==> src/core/tcio_map.svh <==
`ifndef TCIO_MAP_SVH
`define TCIO_MAP_SVH
`define TCIO_ADDR_W 4
`define TCIO_OFF_IOCTL_AB 4'h0
`define TCIO_OFF_IOCTL_CD 4'h1
`define TCIO_OFF_GR_A 4'h2
`define TCIO_OFF_GR_B 4'h3
`define TCIO_OFF_GR_C 4'h4
`define TCIO_OFF_GR_D 4'h5
`define TCIO_OFF_COUNTER 4'h6
`define TCIO_OFF_IRQ_STATUS 4'h7
`define TCIO_OFF_IRQ_CLEAR 4'h8
`define TCIO_OFF_IRQ_ENABLE 4'h9
`define TCIO_OFF_PIN_STATE 4'hA
`define TCIO_BIT_HI_SEL 6
`define TCIO_BIT_HI_ACT 4
`define TCIO_BIT_LO_SEL 2
`define TCIO_BIT_LO_ACT 0
`define TCIO_RSV_MASK 8'h88
`define TCIO_CTL_RESET 8'h00
`define TCIO_GR_RESET 16'hFFFF
`endif

==> src/core/tcio_pkg.sv <==
package tcio_pkg;
	typedef enum logic [1:0] {
		TCIO_ACT_NONE = 2'h0,
		TCIO_ACT_LOW = 2'h1,
		TCIO_ACT_HIGH = 2'h2,
		TCIO_ACT_TOGGLE = 2'h3
	} tcio_action_t;
	typedef struct packed {
		logic capture;
		logic [1:0] action;
	} tcio_chan_cfg_t;
	typedef struct packed {
		logic [3:0] addr;
		logic [15:0] wdata;
		logic wr;
		logic rd;
	} tcio_bus_req_t;
endpackage : tcio_pkg

==> src/core/tcio_top.sv <==
// Notes on behaviour
// - Bit 6 of AB control selects capture (1) or compare (0) for register B.
// - B compare match: 00 hold, 01 low, 10 high, 11 toggle pin B.
// - B capture edge: 00 rising, 01 falling, 1X both edges.
// - Bit 2 of AB control selects capture or compare for register A.
// - A compare match: 00 hold, 01 low, 10 high, 11 toggle pin A.
// - A capture edge: 00 rising, 01 falling, 1X both edges.
// - Bit 6 of CD control selects capture or compare for register D.
// - D compare match, bits 5:4: hold, low, high, toggle pin D.
// - D capture edge, bits 5:4: rising, falling, both.
// - Bit 2 of CD control selects capture or compare for register C.
// - C compare match, bits 1:0: hold, low, high, toggle pin C.
// - C capture edge, bits 1:0: rising, falling, both.
// - Bits 7 and 3 of both control registers read 1, ignore writes.
// - Selected capture edge loads counter into register and sets flag.
// - Compare equality sets the flag alongside the pin action.
//
// Our own choices: the address-and-strobe port and the address map.
`include "tcio_map.svh"
`timescale 1ns/1ns
`default_nettype none
module tcio_top (
	input wire logic clk,
	input wire logic rst_b,
	input wire logic clk_en,
	input wire logic [3:0] addr,
	input wire logic [15:0] wdata,
	input wire logic wr,
	input wire logic rd,
	output logic [15:0] rdata,
	input wire logic [15:0] timer_up_counter,
	input wire logic timer_pin_a_in,
	input wire logic timer_pin_b_in,
	input wire logic timer_pin_c_in,
	input wire logic timer_pin_d_in,
	output logic timer_pin_a_out,
	output logic timer_pin_b_out,
	output logic timer_pin_c_out,
	output logic timer_pin_d_out,
	output logic timer_pin_a_oe,
	output logic timer_pin_b_oe,
	output logic timer_pin_c_oe,
	output logic timer_pin_d_oe,
	output logic irq
);
	tcio_pkg::tcio_bus_req_t req;
	logic [5:0] ab_q;
	logic [5:0] cd_q;
	logic [3:0] stat_q;
	logic [3:0] ien_q;
	logic [15:0] rdata_q;
	logic [15:0] rdata_d;
	logic [3:0] pin_in;
	logic [3:0] rise;
	logic [3:0] fall;
	logic [3:0] lvl;
	logic [3:0] evt;
	logic [3:0] pout;
	logic [3:0] gr_wr;
	logic [15:0] grv [4];
	tcio_pkg::tcio_chan_cfg_t cfg [4];

	function automatic logic [7:0] ctl_view(input logic [5:0] f);
		ctl_view = `TCIO_RSV_MASK | {1'b0, f[5:3], 1'b0, f[2:0]};
	endfunction : ctl_view

	assign req = '{addr: addr, wdata: wdata, wr: wr, rd: rd};
	assign pin_in = {timer_pin_d_in, timer_pin_c_in, timer_pin_b_in, timer_pin_a_in};
	wire sel_ab = (req.addr == `TCIO_OFF_IOCTL_AB);
	wire sel_cd = (req.addr == `TCIO_OFF_IOCTL_CD);
	wire sel_clr = (req.addr == `TCIO_OFF_IRQ_CLEAR);
	wire sel_ien = (req.addr == `TCIO_OFF_IRQ_ENABLE);
	assign gr_wr[0] = req.wr && (req.addr == `TCIO_OFF_GR_A);
	assign gr_wr[1] = req.wr && (req.addr == `TCIO_OFF_GR_B);
	assign gr_wr[2] = req.wr && (req.addr == `TCIO_OFF_GR_C);
	assign gr_wr[3] = req.wr && (req.addr == `TCIO_OFF_GR_D);
	wire [3:0] clr_bits = (req.wr && sel_clr) ? req.wdata[3:0] : 4'h0;

	assign cfg[0] = '{capture: ab_q[2], action: ab_q[1:0]};
	assign cfg[1] = '{capture: ab_q[5], action: ab_q[4:3]};
	assign cfg[2] = '{capture: cd_q[2], action: cd_q[1:0]};
	assign cfg[3] = '{capture: cd_q[5], action: cd_q[4:3]};

	always_comb begin
		rdata_d = 16'h0000;
		if (sel_ab) begin
			rdata_d = {8'h00, ctl_view(ab_q)};
		end else if (sel_cd) begin
			rdata_d = {8'h00, ctl_view(cd_q)};
		end else if (req.addr == `TCIO_OFF_GR_A) begin
			rdata_d = grv[0];
		end else if (req.addr == `TCIO_OFF_GR_B) begin
			rdata_d = grv[1];
		end else if (req.addr == `TCIO_OFF_GR_C) begin
			rdata_d = grv[2];
		end else if (req.addr == `TCIO_OFF_GR_D) begin
			rdata_d = grv[3];
		end else if (req.addr == `TCIO_OFF_COUNTER) begin
			rdata_d = timer_up_counter;
		end else if (req.addr == `TCIO_OFF_IRQ_STATUS) begin
			rdata_d = {12'h000, stat_q};
		end else if (sel_ien) begin
			rdata_d = {12'h000, ien_q};
		end else if (req.addr == `TCIO_OFF_PIN_STATE) begin
			rdata_d = {8'h00, lvl, pout};
		end
	end

	always_ff @(posedge clk or negedge rst_b) begin
		if (!rst_b) begin
			ab_q <= 6'h00;
			cd_q <= 6'h00;
			ien_q <= 4'h0;
			stat_q <= 4'h0;
			rdata_q <= 16'h0000;
		end else if (clk_en) begin
			if (req.wr && sel_ab) begin
				ab_q <= {req.wdata[6:4], req.wdata[2:0]};
			end
			if (req.wr && sel_cd) begin
				cd_q <= {req.wdata[6:4], req.wdata[2:0]};
			end
			if (req.wr && sel_ien) begin
				ien_q <= req.wdata[3:0];
			end
			stat_q <= (stat_q & ~clr_bits) | evt;
			rdata_q <= req.rd ? rdata_d : 16'h0000;
		end
	end

	for (genvar i = 0; i < 4; i++) begin : g_ch
		tcio_pin_sync u_sync (
			.clk(clk),
			.rst_b(rst_b),
			.clk_en(clk_en),
			.pin_in(pin_in[i]),
			.level(lvl[i]),
			.rise(rise[i]),
			.fall(fall[i])
		);
		tcio_channel u_chan (
			.clk(clk),
			.rst_b(rst_b),
			.clk_en(clk_en),
			.cfg(cfg[i]),
			.count(timer_up_counter),
			.gr_wr(gr_wr[i]),
			.gr_wdata(req.wdata),
			.pin_rise(rise[i]),
			.pin_fall(fall[i]),
			.gr_value(grv[i]),
			.pin_out(pout[i]),
			.event_pulse(evt[i])
		);
	end

	assign rdata = rdata_q;
	assign irq = |(stat_q & ien_q);
	assign timer_pin_a_out = pout[0];
	assign timer_pin_b_out = pout[1];
	assign timer_pin_c_out = pout[2];
	assign timer_pin_d_out = pout[3];
	// A pin is driven only while its channel is in compare mode.
	assign timer_pin_a_oe = !cfg[0].capture;
	assign timer_pin_b_oe = !cfg[1].capture;
	assign timer_pin_c_oe = !cfg[2].capture;
	assign timer_pin_d_oe = !cfg[3].capture;
endmodule : tcio_top
`default_nettype wire

==> src/core/tcio_pin_sync.sv <==
`timescale 1ns/1ns
`default_nettype none
module tcio_pin_sync (
	input wire logic clk,
	input wire logic rst_b,
	input wire logic clk_en,
	input wire logic pin_in,
	output logic level,
	output logic rise,
	output logic fall
);
	logic s1_q;
	logic s2_q;
	logic s3_q;
	logic lvl_q;
	wire agree = (s2_q == s3_q);
	always_ff @(posedge clk or negedge rst_b) begin
		if (!rst_b) begin
			s1_q <= 1'b0;
			s2_q <= 1'b0;
			s3_q <= 1'b0;
			lvl_q <= 1'b0;
		end else if (clk_en) begin
			s1_q <= pin_in;
			s2_q <= s1_q;
			s3_q <= s2_q;
			if (agree) begin
				lvl_q <= s3_q;
			end
		end
	end
	assign level = lvl_q;
	assign rise = clk_en && agree && s3_q && !lvl_q;
	assign fall = clk_en && agree && !s3_q && lvl_q;
endmodule : tcio_pin_sync
`default_nettype wire

==> src/core/tcio_channel.sv <==
`include "tcio_map.svh"
`timescale 1ns/1ns
`default_nettype none
module tcio_channel (
	input wire logic clk,
	input wire logic rst_b,
	input wire logic clk_en,
	input wire tcio_pkg::tcio_chan_cfg_t cfg,
	input wire logic [15:0] count,
	input wire logic gr_wr,
	input wire logic [15:0] gr_wdata,
	input wire logic pin_rise,
	input wire logic pin_fall,
	output logic [15:0] gr_value,
	output logic pin_out,
	output logic event_pulse
);
	logic [15:0] gr_q;
	logic out_q;
	wire match = !cfg.capture && (count == gr_q);
	wire edge_hit = cfg.action[1] ? (pin_rise || pin_fall) : (cfg.action[0] ? pin_fall : pin_rise);
	wire cap = cfg.capture && edge_hit;
	logic out_d;
	always_comb begin
		out_d = out_q;
		case (cfg.action)
			tcio_pkg::TCIO_ACT_LOW: out_d = 1'b0;
			tcio_pkg::TCIO_ACT_HIGH: out_d = 1'b1;
			tcio_pkg::TCIO_ACT_TOGGLE: out_d = !out_q;
			default: out_d = out_q;
		endcase
	end
	always_ff @(posedge clk or negedge rst_b) begin
		if (!rst_b) begin
			gr_q <= `TCIO_GR_RESET;
			out_q <= 1'b0;
		end else if (clk_en) begin
			if (cap) begin
				gr_q <= count;
			end else if (gr_wr) begin
				gr_q <= gr_wdata;
			end
			if (match) begin
				out_q <= out_d;
			end
		end
	end
	assign gr_value = gr_q;
	assign pin_out = out_q;
	assign event_pulse = clk_en && (cap || match);
endmodule : tcio_channel
`default_nettype wire

==> config.mk <==
export PLATFORM = sky130hd
export DESIGN_NAME = tcio_top
export DESIGN_NICKNAME = d
export VERILOG_FILES = /design/src/core/tcio_pkg.sv /design/src/core/tcio_top.sv /design/src/core/tcio_pin_sync.sv /design/src/core/tcio_channel.sv
export VERILOG_INCLUDE_DIRS = /design/src /design/src/core
export SDC_FILE = /design/constraint.sdc
export NUM_CORES = 1
export LEC_CHECK = 0
export BUFFER_PORTS_ARGS = -buffer_cell sky130_fd_sc_hd__buf_2
export CELL_PAD_IN_SITES_DETAIL_PLACEMENT = 0
export CELL_PAD_IN_SITES_GLOBAL_PLACEMENT = 1
export CORE_MARGIN = 4
export CORE_UTILIZATION = 50
export DETAILED_ROUTE_END_ITERATION = 6
export GPL_TIMING_DRIVEN = 1
export PLACE_DENSITY_LB_ADDON = 0.3
export REMOVE_ABC_BUFFERS = 1
export SKIP_LAST_GASP = 1
export SLEW_MARGIN = 40
export SYNTH_ARGS = -nofsm -noshare
export SYNTH_HDL_FRONTEND = slang
export SYNTH_SLANG_ARGS = --single-unit
==> constraint.sdc <==
create_clock -name clk -period 4.95 [get_ports clk]
set_input_delay 0.495 -clock clk [delete_from_list [all_inputs] [get_ports clk]]
set_output_delay 0.495 -clock clk [all_outputs]
set_load 0.02 [all_outputs]
==> metrics.cfg <==
[worst_setup_path]
r2r-start = g_ch[2].u_chan.gr_value[7]
worstSetupStartpointType = input pin
max_stage_delay_ps = 1060
critPathKind = input pin to register
worstPathArrival_ps = 2880
path_cells = buf_2 -> nand2_1 -> or4_2 -> mux2i_1 -> o21ai_0
startpoint = clk_en
crit_required_ps = 5290
critPathMaxFanout = 31
end_kind = register
crit_path_top_delay_cell = or4_2

[sta]
hold_slack_ps = 107
finalHoldViolations = 0
drv_slew = 0
relSlewSlack_pct = 38.4
rsz0062_at_grt = false
min_period_over_period_pct = 51.2
fin_crit_ps = 2530
fin_tns_setup_ps = 0
setup_viol = 0
layout_setup_ws_ps = 2420
timing.fmax_mhz = 395
max_slew.worst_pin.slew_ps = 921
clock_skew_ps = 11.3

[flow_run]
maxCapViolations = 0

[placed_design]
portBuffers = 69
post-place-ws_ps = 2040
dp_hpwl_um = 15700
dpl_cell_area_um2 = 7670
gp_congestion = 0.965

[clock_network]
post_cts_buffers = 0
cts_sinks = 120
path_clk_slew_ps = 60
cts_buffers = 17
cts.repair.resized = 0
holdBufCountCts = 0
htree_levels = 4
cts_root_buf = clkbuf_16
cts_buffer_depth = 2
cts_tree = done
clkLatencyLatePin_ps = 430

[grt]
grt_max_degree = 80
grt_antenna_before_repair = 0
grt_usage_pct = 28.5
overflow = 0
grt_pass1_wl_um = 35700
grt_pass1_vias = 6203

[detailed_routing]
drcViolationCount = 0
routed_wl_um = 22500
vias = 6172
dr.pass1.iters = 7
first_iter_violations = 716
wl_per_cell_um = 22.5
vias_per_cell = 6.18
ant_nets = 0

[layout]
areaGrowthSynthToFinish_pct = 13.7
diodes = 0
final_nets = 851
drive_gt1_share_pct = 24.9
fillers = 1231
fin_area_um2 = 8250

[floorplan]
start_util_pct = 51.7
die_h_um = 128
boundaryPins = 70
rows = 43
die_area_um2 = 16500
fp.dieW_um = 128
core_area_um2 = 14000

[pwr]
ir_drop_mv = 0.284
p_per_area_nw_per_um2 = 519
leakage_uw = 0.00334

[run_status]
status = complete, no violations

[synth]
ys_ff_latch = 120
ys_seq_area_share_pct = 42.5
yosys_most_used_dff = dfstp_2
synthCells = 766
syn_area_per_cell_um2 = 9.47
ys_types = 59
yosysWarnings = 0
netlist_area_um2 = 7260
synth_edf_count = 0
async_flop_share_pct = 100

[worst_hold_path]
min_path_type = input pin to asynchronous set/reset pin

flip-flops by register name (all words and copies together) (netlist names):
name,flops
g_ch.u_sync.s2_q,4
g_ch.u_sync.level,4
g_ch.u_chan.pin_out,4
rdata,16
ien_q,4
ab_q,6
stat_q,4
cd_q,6
g_ch.u_chan.gr_value,64
g_ch.u_sync.s1_q,4
g_ch.u_sync.s3_q,4
worst max-delay path: cells and delay by family:
kind                   cells  cell delay, ps
AOI/OAI and AO/OA          1             200
buffers and inverters      1             420
muxes                      1             210
and+or+nand+nor            2            1520
cell usage after synthesis (2+ instances only):
library cell / count / area [um2]
o21ai_0: 62 / 310
and4b_1: 3 / 30.0
nand2b_1: 12 / 75.1
a222oi_1: 8 / 80.1
dfrtp_1: 56 / 1400
nor4_1: 9 / 56.3
nor2b_1: 9 / 56.3
o2bb2ai_1: 8 / 70.1
nor3_1: 10 / 50.1
buf_1: 4 / 15.0
clkbuf_1: 40 / 150
dfstp_2: 64 / 1680
a221o_1: 5 / 50.1
o31ai_1: 3 / 22.5
a2bb2oi_1: 2 / 17.5
nor3b_1: 4 / 30.0
nand2_1: 55 / 206
a211oi_1: 2 / 15.0
a311oi_1: 5 / 43.8
a41oi_1: 2 / 17.5
a21oi_1: 70 / 350
xnor2_1: 41 / 359
a31oi_1: 5 / 31.3
a21boi_0: 2 / 15.0
nor2_1: 63 / 236
a32oi_1: 5 / 43.8
o22ai_1: 6 / 37.5
nand3_1: 8 / 40.0
a22oi_1: 12 / 90.1
mux2_2: 19 / 214
buf_6: 3 / 33.8
nand4_1: 11 / 68.8
o211ai_1: 2 / 15.0
buf_4: 2 / 15.0
and3_1: 3 / 18.8
inv_1: 17 / 63.8
nor2_4: 2 / 22.5
buf_2: 10 / 50.1
or4_1: 2 / 15.0
xor2_1: 27 / 236
mux2i_1: 75 / 751
routing by layer:
layer  vias to the layer above  GRT usage (%)  wire length (um)
met5                         -              0                 0
met4                         0           11.3               732
met3                        53           7.64              1740
met2                       258           42.4             10100
met1                      3025           39.5              9910
li1                       2836              -                 -
through the flow:
step	power, uW	util [%]	instances
finish	4280	58.7	999
global route	4520	58.7	999
CTS	4290	58.7	999
detailed placement	3070	54.6	967
global placement	3020	54.4	965
floorplan	2600	-	706
placed cells by master, fill, tap and decap left out, types with 4 or more instances in the layout:
cell type	n
a21oi_1	70
a221o_1	5
a222oi_1	8
a22oi_1	12
a311oi_1	5
a31oi_1	5
a32oi_1	5
buf_2	68
buf_4	10
clkbuf_16	18
dfrtp_1	56
dfstp_2	64
inv_1	16
mux2_2	19
mux2i_1	75
nand2_1	55
nand2b_1	12
nand3_1	8
nand4_1	11
nor2_1	62
nor2b_1	9
nor3_1	9
nor3b_1	4
nor4_1	9
o21ai_0	62
o22ai_1	6
o2bb2ai_1	8
xnor2_1	41
xor2_1	27
cells by family (layout without fill, tap and decap cells):
group	after synthesis	after routing	share of synthesized area, %
flops	120	120	42.5
compound gates	206	206	17.6
xor+xnor	68	68	8.21
mux	94	94	13.3
buf+inv	77	130	4.72
simple gates	201	201	13.7
power by group:
part	internal, uW	switching (uW)
Sequential	1530	403
Combinational	527	625
Clock	748	457
area by class of cell:
cell class	count	area, um2	area share [%]
inverters	17	63.8	0.774
repair buffers	81	449	5.45
flip-flops and latches	120	3080	37.4
clock inverters	9	87.6	1.06
multi-input cells	569	3850	46.7
clock buffers	23	489	5.93
well taps	180	225	2.73
worst paths after layout:
check / endpoint / slack, ps / cells after the start
setup / recovery: g_ch[2].u_chan.gr_value[11] / 2420 / 5
hold / removal: ien_q[2] / 110 / 1
setup reg to reg: g_ch[2].u_chan.pin_out / 2930 / 5
hold reg to reg: rdata[13] / 490 / 1
max in group asynchronous: g_ch[3].u_chan.gr_value[7] / 3760 / 2
min in group clk: g_ch[0].u_sync.s1_q / 310 / 2
Note: power is estimated with default switching activity, not from simulation.
